**src/rtl/pmta_pkg.sv**
```systemverilog
// Package of constants and types for the program memory table access unit
`default_nettype none
package pmta_pkg;
    localparam int          WORD_W      = 16;
    localparam int          BYTE_W      = 8;
    localparam logic [15:0] PTR_RESET   = 16'h0000;
    localparam logic [15:0] LATCH_RESET = 16'h0000;
    localparam logic [15:0] PTR_STEP    = 16'h0001;
    // Short write and external write last two instruction cycles
    localparam int          SHORT_WR_CYCLES = 2;
    // Timer-zero and pin sources, index 0 has highest priority
    localparam int          NUM_CORE_SRC = 3;

    typedef enum logic [2:0] {
        PMTA_OP_NONE,
        PMTA_OP_LATCH_WR,
        PMTA_OP_LATCH_RD,
        PMTA_OP_TABLE_WR,
        PMTA_OP_TABLE_RD
    } pmta_op_t;

    // Next pointer value, wraps modulo 65536
    function automatic logic [15:0] pmta_bump(input logic [15:0] p, input logic inc);
        pmta_bump = inc ? p + PTR_STEP : p;
    endfunction
endpackage
`default_nettype wire

```
**src/rtl/pmta_prio_pick.sv**
```systemverilog
// Priority picker for the core interrupt sources that clear on termination
`timescale 1ns/1ns
`default_nettype none
module pmta_prio_pick
    import pmta_pkg::*;
#(
    parameter int N = NUM_CORE_SRC
) (
    input  wire logic [N-1:0] req,
    output logic      [N-1:0] grant
);
    // Lowest index wins
    always_comb begin
        grant = '0;
        for (int k = N - 1; k >= 0; k--) begin
            if (req[k]) begin
                grant = '0;
                grant[k] = 1'b1;
            end
        end
    end
endmodule
`default_nettype wire

```
**src/rtl/pmta_table_access.sv**
```systemverilog
// Table read and write unit between program memory and data space
// How it works
// - word moves as two byte operations via latch
// - latch write loads chosen latch byte only
// - table write stores latch at pointer address
// - increment operand one bumps pointer after access
// - external memory only in external modes
// - internal table write halts execution (long write)
// - only enabled flagged interrupt or reset ends
// - disable bit decides vectoring only
// - core sources get top flag auto-cleared
// - pending interrupt aborts internal table write as nop
// - peripheral flags never auto-cleared
// - no programming voltage gives a 2-cycle internal write that stores nothing (no write strobe)
// - external writes take exactly two cycles
// - read returns old byte then reloads latch
// - separate read and write latches
`timescale 1ns/1ns
`default_nettype none
module pmta_table_access
    import pmta_pkg::*;
#(
    parameter int NSRC = NUM_CORE_SRC,
    parameter int NPER = 4
) (
    input  wire logic              clk,
    input  wire logic              rst_n,
    input  wire pmta_op_t          opCode,
    input  wire logic              opHigh,
    input  wire logic              opIncrement,
    input  wire logic [7:0]        opData,
    input  wire logic              ptrLoadHigh,
    input  wire logic              ptrLoadLow,
    input  wire logic [7:0]        ptrLoadData,
    input  wire logic              externalMode,
    input  wire logic              programVoltageOk,
    input  wire logic              globalInterruptDisable,
    input  wire logic [NSRC-1:0]   coreIntEnable,
    input  wire logic [NSRC-1:0]   coreIntFlag,
    input  wire logic [NPER-1:0]   periphIntEnable,
    input  wire logic [NPER-1:0]   periphIntFlag,
    input  wire logic [15:0]       memReadData,
    output logic [7:0]             readByte,
    output logic                   readByteValid,
    output logic                   busy,
    output logic                   halted,
    output logic [15:0]            memAddr,
    output logic [15:0]            memWriteData,
    output logic                   memWriteInternal,
    output logic                   memWriteExternal,
    output logic                   memReadExternal,
    output logic                   vectorRequest,
    output logic [NSRC-1:0]        coreFlagClear,
    output logic [15:0]            tablePointer
);
    typedef enum logic [1:0] {ST_IDLE, ST_SECOND, ST_LONG} pmta_state_t;

    pmta_state_t state, next_state;
    logic [15:0] writeLatch, next_writeLatch;
    logic [15:0] readLatch, next_readLatch;
    logic [15:0] next_tablePointer;
    logic [7:0]  next_readByte;
    logic        next_readByteValid;
    logic        pendInc, next_pendInc;
    logic        pendRead, next_pendRead;
    logic        pendExt, next_pendExt;
    logic [15:0] next_memAddr, next_memWriteData;
    logic        next_memWriteInternal, next_memWriteExternal, next_memReadExternal;
    logic        next_vectorRequest;
    logic [NSRC-1:0] next_coreFlagClear;
    logic [NSRC-1:0] coreActive, coreTop;
    logic        anyActive;

    assign coreActive = coreIntEnable & coreIntFlag;
    assign anyActive = (|coreActive) | (|(periphIntEnable & periphIntFlag));
    assign busy = (state != ST_IDLE);
    assign halted = (state == ST_LONG);

    pmta_prio_pick #(.N(NSRC)) uPick (
        .req   (coreActive),
        .grant (coreTop)
    );

    // Next-state and datapath decisions
    always_comb begin
        next_state = state;
        next_writeLatch = writeLatch;
        next_readLatch = readLatch;
        next_tablePointer = tablePointer;
        next_readByte = readByte;
        next_readByteValid = 1'b0;
        next_pendInc = pendInc;
        next_pendRead = pendRead;
        next_pendExt = pendExt;
        next_memAddr = memAddr;
        next_memWriteData = memWriteData;
        next_memWriteInternal = 1'b0;
        next_memWriteExternal = 1'b0;
        next_memReadExternal = 1'b0;
        next_vectorRequest = 1'b0;
        next_coreFlagClear = '0;
        unique case (state)
            ST_IDLE: begin
                if (ptrLoadHigh) next_tablePointer[15:8] = ptrLoadData;
                if (ptrLoadLow) next_tablePointer[7:0] = ptrLoadData;
                unique case (opCode)
                    PMTA_OP_NONE: begin
                    end
                    // loads one byte of write latch
                    PMTA_OP_LATCH_WR: begin
                        if (opHigh) next_writeLatch[15:8] = opData;
                        else next_writeLatch[7:0] = opData;
                    end
                    PMTA_OP_LATCH_RD: begin
                        next_readByte = opHigh ? readLatch[15:8] : readLatch[7:0];
                        next_readByteValid = 1'b1;
                    end
                    PMTA_OP_TABLE_WR: begin
                        // table write also loads a byte
                        if (opHigh) next_writeLatch[15:8] = opData;
                        else next_writeLatch[7:0] = opData;
                        next_pendInc = opIncrement;
                        next_pendRead = 1'b0;
                        next_pendExt = externalMode;
                        next_memAddr = tablePointer;
                        // word from latch to pointer address
                        next_memWriteData = next_writeLatch;
                        if (!externalMode && anyActive) begin
                            // pending interrupt turns write into nop
                            next_coreFlagClear = coreTop;
                            next_pendInc = 1'b0;
                            next_state = ST_SECOND;
                        end else if (!externalMode && programVoltageOk) begin
                            next_state = ST_LONG;
                        end else begin
                            next_state = ST_SECOND;
                        end
                    end
                    PMTA_OP_TABLE_RD: begin
                        next_readByte = opHigh ? readLatch[15:8] : readLatch[7:0];
                        next_readByteValid = 1'b1;
                        next_pendInc = opIncrement;
                        next_pendRead = 1'b1;
                        next_pendExt = externalMode;
                        next_memAddr = tablePointer;
                        next_state = ST_SECOND;
                    end
                    default: begin
                    end
                endcase
            end
            ST_SECOND: begin
                // external strobes only in external modes
                if (pendRead) begin
                    next_memReadExternal = pendExt;
                    // reads fill only the read latch
                    next_readLatch = memReadData;
                end else begin
                    // data goes out in second cycle
                    next_memWriteExternal = pendExt;
                end
                next_tablePointer = pmta_bump(tablePointer, pendInc);
                next_pendInc = 1'b0;
                next_state = ST_IDLE;
            end
            ST_LONG: begin
                next_memWriteInternal = 1'b1;
                // only interrupt ends; else await reset
                if (anyActive) begin
                    next_memWriteInternal = 1'b0;
                    // vector only with disable bit clear
                    next_vectorRequest = !globalInterruptDisable;
                    next_coreFlagClear = coreTop;
                    next_tablePointer = pmta_bump(tablePointer, pendInc);
                    next_pendInc = 1'b0;
                    next_state = ST_IDLE;
                end
            end
            default: next_state = ST_IDLE;
        endcase
    end

    // State registers
    always_ff @(posedge clk or negedge rst_n) begin
        if (!rst_n) begin
            state <= ST_IDLE;
            writeLatch <= LATCH_RESET;
            readLatch <= LATCH_RESET;
            tablePointer <= PTR_RESET;
            readByte <= 8'h00;
            readByteValid <= 1'b0;
            pendInc <= 1'b0;
            pendRead <= 1'b0;
            pendExt <= 1'b0;
            memAddr <= 16'h0000;
            memWriteData <= 16'h0000;
            memWriteInternal <= 1'b0;
            memWriteExternal <= 1'b0;
            memReadExternal <= 1'b0;
            vectorRequest <= 1'b0;
            coreFlagClear <= '0;
        end else begin
            state <= next_state;
            writeLatch <= next_writeLatch;
            readLatch <= next_readLatch;
            tablePointer <= next_tablePointer;
            readByte <= next_readByte;
            readByteValid <= next_readByteValid;
            pendInc <= next_pendInc;
            pendRead <= next_pendRead;
            pendExt <= next_pendExt;
            memAddr <= next_memAddr;
            memWriteData <= next_memWriteData;
            memWriteInternal <= next_memWriteInternal;
            memWriteExternal <= next_memWriteExternal;
            memReadExternal <= next_memReadExternal;
            vectorRequest <= next_vectorRequest;
            coreFlagClear <= next_coreFlagClear;
        end
    end

    // Checks on the sequence
    AST_EXT_WR_TWO: assert property (@(posedge clk) disable iff (!rst_n)
        (state == ST_IDLE && opCode == PMTA_OP_TABLE_WR && externalMode)
        |=> (state == ST_SECOND) ##1 (memWriteExternal && state == ST_IDLE))
        else $error("external write not two cycles");
    AST_INC_PTR: assert property (@(posedge clk) disable iff (!rst_n)
        (state == ST_SECOND && pendInc) |=> tablePointer == $past(tablePointer) + 16'h0001)
        else $error("pointer not incremented");
    AST_NO_INC: assert property (@(posedge clk) disable iff (!rst_n)
        (state == ST_SECOND && !pendInc) |=> $stable(tablePointer))
        else $error("pointer changed without increment");
    // An interrupt in the first halted cycle may end the write at once
    AST_LONG_START: assert property (@(posedge clk) disable iff (!rst_n)
        (state == ST_IDLE && opCode == PMTA_OP_TABLE_WR && !externalMode
         && programVoltageOk && !anyActive) |=> halted ##1 (memWriteInternal || !halted))
        else $error("long write not started");
    AST_LONG_HOLD: assert property (@(posedge clk) disable iff (!rst_n)
        (halted && !anyActive) |=> halted)
        else $error("long write ended without interrupt");
    AST_VECTOR: assert property (@(posedge clk) disable iff (!rst_n)
        (halted && anyActive) |=> (!halted && vectorRequest == !$past(globalInterruptDisable)))
        else $error("vectoring wrong on termination");
    AST_ABORT: assert property (@(posedge clk) disable iff (!rst_n)
        (state == ST_IDLE && opCode == PMTA_OP_TABLE_WR && !externalMode && anyActive)
        |=> (!halted && coreFlagClear == $past(coreTop)) ##1 !memWriteInternal)
        else $error("pending interrupt did not abort write");
    AST_PERIPH_KEEP: assert property (@(posedge clk) disable iff (!rst_n)
        (halted && !(|coreActive) && anyActive) |=> coreFlagClear == '0)
        else $error("peripheral termination cleared a core flag");
    AST_READ_STALE: assert property (@(posedge clk) disable iff (!rst_n)
        (state == ST_IDLE && opCode == PMTA_OP_TABLE_RD && opHigh)
        |=> (readByteValid && readByte == $past(readLatch[15:8]))
            ##1 readLatch == $past(memReadData))
        else $error("table read order wrong");
    AST_SEP_LATCH: assert property (@(posedge clk) disable iff (!rst_n)
        (state == ST_SECOND && pendRead) |=> $stable(writeLatch))
        else $error("read touched write latch");
endmodule
`default_nettype wire

```
**config.mk**
```make
export PLATFORM = sky130hd
export DESIGN_NAME = pmta_table_access
export DESIGN_NICKNAME = d
export VERILOG_FILES = /design/src/rtl/pmta_pkg.sv /design/src/rtl/pmta_prio_pick.sv /design/src/rtl/pmta_table_access.sv
export SDC_FILE = /design/constraint.sdc
export NUM_CORES = 1
export LEC_CHECK = 0
export ABC_AREA = 1
export BUFFER_PORTS_ARGS = -buffer_cell sky130_fd_sc_hd__buf_2
export CORE_UTILIZATION = 45
export CTS_CLUSTER_SIZE = 28
export DETAILED_ROUTE_END_ITERATION = 7
export GPL_TIMING_DRIVEN = 0
export PLACE_DENSITY = 0.76
export SLEW_MARGIN = 20
export SYNTH_ARGS = -nofsm -noshare
export SYNTH_HDL_FRONTEND = slang
export SYNTH_SLANG_ARGS = --single-unit
```
**constraint.sdc**
```tcl
create_clock -name clk -period 4.2 [get_ports clk]
set_input_delay 0.84 -clock clk [delete_from_list [all_inputs] [get_ports clk]]
set_output_delay 0.84 -clock clk [all_outputs]
set_load 0.02 [all_outputs]
```
==> results of run 1 <==
==> state kept, by name, summed over array words and instances (netlist names), 2 cells and up <==
signal         flops
memWriteData      16
tablePointer      16
readByte           8
coreFlagClear      3
readLatch         16
memAddr           16
writeLatch        16
state              2
==> cell families after synthesis <==
kind of cell             count (synthesis)  synth area share
multiplexers                            30            0.0770
XOR/XNOR                                 1           0.00183
buffers and inverters                   71            0.0650
flip-flops                             101             0.529
adder cells (fa/ha/maj)                  5            0.0131
AND/OR/NAND/NOR                        236             0.206
AO/OA/AOI/OAI                           97             0.108
==> worst paths after layout <==
kind,from,end,slack (ns),cells after the start
worst max-delay path,state[0]$_DFFE_PN0P_,busy,1.82,4
worst max register to register,state[0]$_DFFE_PN0P_,memWriteData[9]$_DFFE_PN0P_,2.27,6
worst min register to register,pendRead$_DFFE_PN0P_,memWriteExternal$_DFF_PN0_,0.45,1
min in group clk,pendRead$_DFFE_PN0P_,memWriteExternal$_DFF_PN0_,0.45,1
max in group asynchronous,rst_n,readByte[4]$_DFFE_PN0P_,3.18,2
worst min-delay path,rst_n,memWriteData[10]$_DFFE_PN0P_,0.41,1
==> final cells by class <==
class                   count  area, µm²
flip-flops and latches    101       2530
well taps                 136        170
inverters                  54        203
fillers                   943       4540
clock buffers              12        145
plain buffers              17        108
repair buffers            123        644
multi-input cells         369       1940
clock inverters             3       46.3
==> layer usage <==
layer | routed length [µm] | vias up
li1 | - | 2005
met1 | 5320 | 1943
met2 | 5500 | 134
met3 | 607 | 16
met4 | 156 | 0
met5 | 0 | -
==> power by group through the flow <==
stage / combinational [mW] / clock [mW] / sequential (mW)
finish: 1.62 / 0.619 / 1.65
global placement: 1.58 / 0 / 1.65
detailed placement: 1.62 / 0 / 1.67
floorplan: 0.767 / 0 / 1.95
CTS: 1.63 / 0.639 / 1.65
global route: 1.78 / 0.680 / 1.71
==> placed cells by master (no fill, tap or decap), types with 2 or more instances in the layout <==
cell      netlist  routed
nand2_1       131     131
buf_2           6     127
dfrtp_1       101     101
nor2_1         69      69
inv_1          51      51
a21oi_1        46      46
o21ai_0        36      36
nand3_1        21      21
mux2_2         17      17
clkbuf_8        0      10
o21ai_1         9       9
clkbuf_1        6       8
mux2_4          8       8
mux2_1          5       5
ha_1            5       5
nand4_1         4       4
inv_2           3       3
buf_4           3       3
nor2_4          2       2
nand3_2         2       2
nor2_2          2       2
or2_2           2       2
a21boi_0        2       2
==> worst reg2reg max path: stages (launching register included) <==
cell and delay [ns]:
dfrtp_1 0.43, inv_1 0.09, ha_1 0.35, nand3_4 0.14
nor2_4 0.30, buf_12 0.21, mux2_4 0.30
==> out/metrics.yaml, run 1 <==
outcome:
  outcome: "completed"
cts:
  h-tree-depth: 3
  post-cts-setup-buffer-count: 0
  clock_sink_count: 101
  numCtsBuffers: 9
  cts_hold_repair.buffers: 0
  clockRootBuffer: "clkbuf_8"
  tritoncts: "yes"
  ctsLongestPathBuffers: 2
  clock_latency_ns: 0.36
  clk_transition_reported_paths_ns: 0.09
  cts-resized-gates: 0
power_and_ir_drop:
  leakage_nw: 2.97
  switching_share: 0.413
  powerDensity_nw_per_um2: 672
  power.clock.fraction: 0.159
  total_power_mw: 3.89
  p_switching_mw: 1.61
  share_comb_of_total_power: 0.416
  seqPwrFrac: 0.425
  internal_power_mw: 2.28
  max-vdd-ir-drop_mv: 0.338
worst_setup_path:
  critical-path-slowest-cell: "dfrtp_1"
  critPathBufInv: 3
  critical_path.max_fanout: 7
  critPathMaxStageDelay_ns: 0.43
  critical_path.cell_chain: "inv_1, ha_1, inv_2, buf_2"
  cpLargestDelayFamily: "flip-flops"
  worstSetupPathType: "reg -> out"
  arrival_ns: 1.54
  worstPathRequired_ns: 3.36
  crit_path_start_kind: "register"
  crit_path_end_kind: "primary output"
place:
  place_area_um2: 5590
  hpwl_after_detailed_placement_mm: 8.54
  finalWeightedCongestion: 0.918
  placed_cells_incl_taps: 800
  placement.setup.worst_slack_ns: 2.04
  buffer_ports.inserted: 122
layout:
  finish.instance_area_um2: 5780
  fin_nets: 738
  fin_util: 0.560
  synthToLayoutAreaGrowth_pct: 21.1
  drive_above_1_share: 0.274
  num_antenna_cells: 0
  final_cell_count_no_fill: 815
global_routing:
  combined_global_route_utilization_of_all_metal_layers: 0.221
  met2_usage: 0.365
  grt_pass1_wl_mm: 19.3
  grt-ovfl-total: 0
  gr-usage-met3: 0.0418
  via_count_of_the_first_global_routing_pass: 3985
  pin_count_of_the_biggest_net_entering_global_routing: 52
  gr-usage-met1: 0.295
  antenna_found_initial: 0
  gr-max-usage-layer: "met2"
die:
  io_pins: 124
  chip_height_um: 105
  std_cell_rows: 37
  floorplan.die_area_um2: 11000
  initial_utilization: 0.462
  fp.coreArea_um2: 10300
  die_w_um: 105
logic_synthesis:
  netlist_top_cells_area: "dfrtp_1 53%, nand2_1 10%, nor2_1 5.4%"
  synth_warnings: 0
  yosys.area.top_type: "dfrtp_1"
  async_flop_share: 1.00
  synth-edff-count: 0
  synth_most_common_cell: "nand2_1"
  unique_masters_post_synth: 32
  synth_sequential_area_ratio: 0.529
  ys_top_cells_by_count: "131 x nand2_1, 101 x dfrtp_1, 69 x nor2_1"
  mappedNetlistArea_um2: 4770
  synthesis.nets: 604
  netlist.area_leader.share: 0.529
  post_synth_inst_count: 541
  postSynthRegisterBits: 101
  synthesis.area_per_instance_um2: 8.83
  dominantRegCellSynth: "dfrtp_1"
routing:
  vias_per_cell: 5.03
  drcViolationCount: 0
  ant_nets: 0
  detailedRoute.firstIterationViolations: 157
  route.detailed.wl_per_inst_um: 14.2
  drt-total-wl_mm: 11.6
  num_vias: 4098
  detail_route.first_pass.iterations: 4
timing:
  achievable-frequency_mhz: 420
  setup_slack_ns: 1.82
  setup_tns_ns: 0
  clock_skew_ns: 0.00857
  report.final.hold_viol_count: 0
  tightestPinTransition_ns: 0.558
  hold-worst-slack_ns: 0.412
  finalSetupViolCount: 0
  finalMaxSlewViolations: 0
  rsz_0062_raised_after_global_routing: "no"
  slew_limit_headroom: 0.628
  final_period_minus_worst_setup_slack_ns: 2.38
  timing.final.crit_share: 0.567
worst_hold_path:
  min_path_type: "in -> async"
run:
  max-cap-violations: 0
(Power assumes the default switching activity.)
==> inputs of run 2 (changes only) <==
- ABC_AREA: 1 -> 0
- clock period: 4.2 -> 2.49 ns (I/O delays scaled with it)
==> run 2 against run 1 <==
Against the previous run:
- synthesized cell count down 27%
- die area down 4.0%
- design area down 3.5%
- combinational power up 64%
- largest power group unchanged
- global-route usage down 1.3 points
- highest routed layer unchanged
- largest cell class unchanged
- cell count down 18%
- count of clock-buffer cells in the layout down 2
- sequential power up 72%
==> out/metrics.yaml, run 2 <==
cts:
  numCtsBuffers: 9  # unchanged
  clock_sink_count: 101  # unchanged
  clock_latency_ns: 0.36  # about the same
  post-cts-setup-buffer-count: 0  # unchanged
  cts-resized-gates: 0  # unchanged
  ctsLongestPathBuffers: 2  # unchanged
  h-tree-depth: 3  # unchanged
  clockRootBuffer: "clkbuf_8"
  clk_transition_reported_paths_ns: 0.10  # about the same
  tritoncts: "yes"
  cts_hold_repair.buffers: 0  # unchanged
place:
  placement.setup.worst_slack_ns: 0.276  # -1.77 ns
  finalWeightedCongestion: 0.958  # +4.4%
  hpwl_after_detailed_placement_mm: 7.86  # -7.9%
  buffer_ports.inserted: 121  # -0.82%
  placed_cells_incl_taps: 651  # -19%
routing:
  vias_per_cell: 5.43  # +8.0%
  detailedRoute.firstIterationViolations: 163  # +3.8%
  route.detailed.wl_per_inst_um: 16.3  # +14%
  drt-total-wl_mm: 10.8  # -6.5%
  drcViolationCount: 0  # unchanged
  num_vias: 3622  # -12%
  ant_nets: 0  # unchanged
  detail_route.first_pass.iterations: 5  # +1
logic_synthesis:
  synthesis.nets: 459  # -24%
  yosys.area_share.adder: 0.0137  # +0.000551
  dominant_combinational_cell_family_by_area_after_synthesis: "multiplexers"
  ys_top_cells_by_count: "101 x dfrtp_1, 46 x mux2_2, 41 x nand2_1"
  dominantRegCellSynth: "dfrtp_1"
  postSynthRegisterBits: 101  # unchanged
  post_synth_and_or_nand_nor_area_fraction: 0.109  # -0.0970
  netlist_top_cells_area: "dfrtp_1 55%, mux2_2 11%, mux2i_1 5.7%"
  synth_warnings: 0  # unchanged
  xor_xnor_share_of_the_synthesized_area: 0.00191  # +0.0000771
  mappedNetlistArea_um2: 4580  # -4.0%
  netlist.area_leader.share: 0.552  # +0.0223
  post_synth_inst_count: 396  # -27%
  async_flop_share: 1.00  # unchanged
  synthesis.area_per_instance_um2: 11.6  # +31%
  synth_most_common_cell: "dfrtp_1"
  unique_masters_post_synth: 52  # +63%
  yosys.area.top_type: "dfrtp_1"
  synth-edff-count: 0  # unchanged
  synth-compound-area-share: 0.125  # +0.0166
  post_synth_mux_area_share: 0.170  # +0.0928
  synth_sequential_area_ratio: 0.552  # +0.0223
power_and_ir_drop:
  leakage_nw: 2.66  # -10%
  powerDensity_nw_per_um2: 1170  # +74%
  max-vdd-ir-drop_mv: 0.599  # +77%
  total_power_mw: 6.52  # +68%
layout:
  final_cell_count_no_fill: 667  # -18%
  fin_nets: 592  # -20%
  fillerInstances: 894  # -5.2%
  layout_commonest_cell: "buf_2"
  multi_input_area_um2: 1920  # -0.97%
  fin_util: 0.568  # +0.00837
  num_antenna_cells: 0  # unchanged
  register_area_um2: 2530  # unchanged
  drive_above_1_share: 0.386  # +0.112
  mostFrequentLayoutCells: "126 x buf_2, 101 x dfrtp_1, 46 x mux2_2"
  synthToLayoutAreaGrowth_pct: 21.8
die:
  fp.coreArea_um2: 9820  # -4.9%
  io_pins: 124  # unchanged
  floorplan.die_area_um2: 10600  # -4.0%
  die_w_um: 103  # -2.0%
  initial_utilization: 0.467  # +0.00413
  chip_height_um: 103  # -2.0%
  std_cell_rows: 36  # -2.7%
worst_setup_path:
  cp.depth: 7  # +3
  critical-path-slowest-cell: "dfrtp_1"
  crit_path_start_kind: "register"
  rr_endpoint: "tablePointer[3]$_DFFE_PN0P_"
  ff2ff_setup_slack_ns: 0.30  # -1.97 ns
  worstSetupPathType: "reg -> reg"
  timing.reg2reg.worst_path_depth: 7  # +1
  arrival_ns: 2.49  # +0.95 ns
  critical_path.cell_chain: "inv_1, ha_1, nor2b_1, nor3_1, a21boi_0, a21oi_1, a21oi_1"
  critPathBufInv: 1  # -2
  worstPathRequired_ns: 2.78  # -0.58 ns
  critical_path.max_fanout: 6  # -1
  cpLargestDelayFamily: "compound AO/OA/AOI/OAI gates"
  crit_path_end_kind: "register"
  critPathMaxStageDelay_ns: 0.43  # about the same
  r2r-start: "state[0]$_DFFE_PN0P_"
  timing.critical_path.mode_cell: "a21oi_1"
timing:
  rsz_0062_raised_after_global_routing: "no"
  clock_skew_ns: 0.00969  # +0.00111 ns
  setup_tns_ns: 0  # unchanged
  achievable-frequency_mhz: 456
  slew_limit_headroom: 0.617  # -0.0111
  timing.final.crit_share: 0.881
  final_period_minus_worst_setup_slack_ns: 2.19
  finalMaxSlewViolations: 0  # unchanged
  setup_slack_ns: 0.298  # -1.52 ns
  finalSetupViolCount: 0  # unchanged
  report.final.hold_viol_count: 0  # unchanged
  tightestPinTransition_ns: 0.575  # +0.0166 ns
global_routing:
  pin_count_of_the_biggest_net_entering_global_routing: 66  # +27%
  grt_pass1_wl_mm: 16.9  # -12%
  grt-ovfl-total: 0  # unchanged
  combined_global_route_utilization_of_all_metal_layers: 0.208  # -0.0131
  via_count_of_the_first_global_routing_pass: 3470  # -13%
  antenna_found_initial: 0  # unchanged
outcome:
  outcome: "completed"
worst_hold_path:
  min_path_type: "in -> async"
run:
  max-cap-violations: 0  # unchanged
## run 2: cell families (layout without fill, tap and decap cells)
family,Yosys count,in the layout
adders and majority gates,5,5
buffers and inverters,27,165
xor gates and xnor gates,1,1
AOI/OAI and AO/OA,89,89
and+or+nand+nor,101,101
muxes,72,72
DFF,101,101
## run 2: worst max-delay path by stage
stage,start,to,slack (ns)
3_5_place_dp,opCode[0],memAddr[2]$_DFFE_PN0P_,0.28
4_1_cts,state[0]$_DFFE_PN0P_,tablePointer[3]$_DFFE_PN0P_,0.32
6_report,state[0]$_DFFE_PN0P_,tablePointer[3]$_DFFE_PN0P_,0.30
2_1_floorplan,state[0]$_DFFE_PN0P_,writeLatch[0]$_DFFE_PN0P_,0.62
3_3_place_gp,rst_n,memAddr[4]$_DFFE_PN0P_,-0.08
5_1_grt,state[1]$_DFFE_PN0P_,writeLatch[6]$_DFFE_PN0P_,0.18
## run 2: cell type report
class                           instances  area share
Inverter                               10     0.00673
Multi-Input combinational cell        268       0.344
Timing Repair Buffer                  122       0.115
Sequential cell                       101       0.453
Buffer                                 17      0.0177
Clock buffer                           10      0.0247
Tap cell                              133      0.0298
Clock inverter                          6     0.00987
## run 2: per-layer routing
metal | share of wire | global-route usage
met1 | 0.43 | 0.263
met2 | 0.51 | 0.355
met3 | 0.052 | 0.0454
met4 | 0.0084 | 0.0715
met5 | 0 | 0
## run 2: metrics by stage
stage                     hold slack (ns)  cell area [µm²]
final                              0.0116             5580
after global routing              0.00337             5580
after CTS                         0.00753             5580
after detailed placement            0.415             5390
after global placement              0.456             5350
after floorplan                     0.202             4580
## run 2: report_power, final
| part | switching, mW | total, mW | internal, mW | leakage [nW] |
|---|---|---|---|---|
| clock network | 0.612 | 1.02 | 0.409 | 0.0925 |
| logic | 1.55 | 2.65 | 1.10 | 1.37 |
| registers | 0.509 | 2.84 | 2.33 | 1.20 |
==> inputs of run 3 (changes only) <==
- CORE_ASPECT_RATIO: default -> 0.75
==> run 3 against run 2 <==
Against the previous run:
- worst hold slack better by 0.018 ns
- combinational power hardly changed
- via count is 0.75% lower
- global-route usage is 0.76 points higher
- count of clock-buffer cells in the layout is 1 higher
- non-clock buffer count stayed put
- core utilization is 0.93 points higher
- sequential share of layout area is 0.52 points lower
- cell count is 0.30% lower
- sequential cell count stayed put
- first-iteration DRC count is 49% higher
==> out/metrics.yaml, run 3 (same netlist as run 2, synthesis figures left out) <==
timing:
  finalSetupViolCount: 0  # unchanged
  achievable-frequency_mhz: 451  # -1.0%
  rsz_0062_raised_after_global_routing: "no"
  finalMaxSlewViolations: 0  # unchanged
  setup_tns_ns: 0  # unchanged
  hold-worst-slack_ns: 0.0291  # +0.0175 ns
  final_period_minus_worst_setup_slack_ns: 2.22  # +0.0227 ns
  clock_skew_ns: 0.00735  # -0.00233 ns
  timing.final.crit_share: 0.890  # +0.00914
  slew_limit_headroom: 0.582  # -0.0347
  tightestPinTransition_ns: 0.624  # +0.0486 ns
  report.final.hold_viol_count: 0  # unchanged
  setup_slack_ns: 0.275  # -0.0227 ns
layout:
  num_antenna_cells: 0  # unchanged
  fin_nets: 592  # unchanged
  final_cell_count_no_fill: 665  # -0.30%
  fin_util: 0.578  # +0.00928
  drive_above_1_share: 0.381  # -0.00490
  layout_commonest_cell: "buf_2"
  finish.instance_area_um2: 5650  # +1.2%
  mostFrequentLayoutCells: "126 x buf_2, 101 x dfrtp_1, 46 x mux2_2"
  synthToLayoutAreaGrowth_pct: 23.2
routing:
  num_vias: 3595  # -0.75%
  drt-total-wl_mm: 11.0  # +1.1%
  detail_route.first_pass.iterations: 5  # unchanged
  vias_per_cell: 5.41  # -0.45%
  detailedRoute.firstIterationViolations: 243  # +49%
  ant_nets: 0  # unchanged
  route.detailed.wl_per_inst_um: 16.5  # +1.4%
  drcViolationCount: 0  # unchanged
place:
  buffer_ports.inserted: 121  # unchanged
  place_area_um2: 5390  # about the same
  placement.setup.worst_slack_ns: 0.322  # +0.0462 ns
  hpwl_after_detailed_placement_mm: 8.11  # +3.2%
  finalWeightedCongestion: 0.908  # -5.3%
  placed_cells_incl_taps: 650  # -0.15%
cts:
  h-tree-depth: 3  # unchanged
  tritoncts: "yes"
  numCtsBuffers: 9  # unchanged
  post-cts-setup-buffer-count: 0  # unchanged
  cts-resized-gates: 0  # unchanged
  cts_hold_repair.buffers: 0  # unchanged
  clockRootBuffer: "clkbuf_16"
  clock_latency_ns: 0.34  # -0.02 ns
  clock_sink_count: 101  # unchanged
  clk_transition_reported_paths_ns: 0.07  # -0.03 ns
  ctsLongestPathBuffers: 2  # unchanged
worst_setup_path:
  ff2ff_setup_slack_ns: 0.27  # -0.02 ns
  crit_path_end_kind: "register"
  crit_path_start_kind: "register"
  arrival_ns: 2.47  # -0.02 ns
  worstSetupPathType: "reg -> reg"
  worstPathRequired_ns: 2.74  # -0.04 ns
  critical_path.max_fanout: 6  # unchanged
power_and_ir_drop:
  leakage_nw: 2.69  # +1.2%
  share_comb_of_total_power: 0.396  # -0.011
  power.clock.fraction: 0.186  # +0.029
  max-vdd-ir-drop_mv: 0.439  # -27%
  seqPwrFrac: 0.419  # -0.017
  powerDensity_nw_per_um2: 1200  # +2.6%
  p_switching_mw: 2.65  # -0.93%
  internal_power_mw: 4.11  # +7.0%
  switching_share: 0.392  # -0.0185
  total_power_mw: 6.76  # +3.8%
die:
  io_pins: 124  # unchanged
  fp.coreArea_um2: 9770  # -0.46%
  initial_utilization: 0.469  # +0.00215
  floorplan.die_area_um2: 10600  # about the same
  die_w_um: 119  # +15%
  std_cell_rows: 31  # -14%
  chip_height_um: 89.4  # -13%
run:
  max-cap-violations: 0  # unchanged
global_routing:
  via_count_of_the_first_global_routing_pass: 3428  # -1.2%
  pin_count_of_the_biggest_net_entering_global_routing: 72  # +9.1%
  combined_global_route_utilization_of_all_metal_layers: 0.216  # +0.00757
  grt-ovfl-total: 0  # unchanged
  grt_pass1_wl_mm: 17.5  # +3.3%
  antenna_found_initial: 1  # +1
worst_hold_path:
  min_path_type: "in -> async"
outcome:
  outcome: "completed"
-- run 3: cell count changes in the layout (fill, tap and decap cells not counted), sizes merged --
cell / delta
inv: -2
clkbuf: +1
clkinv: +1
clkinvlp: -1
-- run 3: final cells by class --
cell class | instances | area [µm²]
Buffer | 17 | 98.8
Clock buffer | 11 | 233
Clock inverter | 4 | 26.3
Fill cell | 844 | 4130
Inverter | 10 | 37.5
Multi-Input combinational cell | 268 | 1920
Sequential cell | 101 | 2530
Tap cell | 132 | 165
Timing Repair Buffer | 122 | 639
-- run 3: metal layers --
metal  track usage  wire length [µm]  vias up
met5             0                 0        -
met4        0.0713               178        0
met3        0.0529               624       16
met2         0.333              4950      116
met1         0.302              5200     1777
li1              -                 -     1686
-- run 3: power by group through the flow --
stage	combinational [mW]	clock (mW)	sequential [mW]
final	2.67	1.25	2.83
after floorplan	1.28	0	3.31
after CTS	2.69	1.29	2.83
after detailed placement	2.68	0	2.85
after global placement	2.59	0	2.81
after global routing	2.93	1.36	2.94
-- run 3: final timing paths --
check,startpoint,to,depth (start not counted)
worst max-delay path,state[0]$_DFFE_PN0P_,tablePointer[3]$_DFFE_PN0P_,7
worst min-delay path,rst_n,tablePointer[11]$_DFFE_PN0P_,1
worst max register to register,state[0]$_DFFE_PN0P_,tablePointer[3]$_DFFE_PN0P_,7
worst min register to register,memWriteData[2]$_DFFE_PN0P_,memWriteData[2]$_DFFE_PN0P_,2
max in group asynchronous,rst_n,state[1]$_DFFE_PN0P_,2
min in group clk,globalInterruptDisable,vectorRequest$_DFF_PN0_,2
-- run 3: worst max-delay path: stages, from the launching register on --
cell      delay [ns]
dfrtp_1         0.40
inv_1           0.08
ha_1            0.38
nor2b_1         0.18
nor3_1          0.40
a21boi_0        0.42
a21oi_1         0.12
a21oi_1         0.16
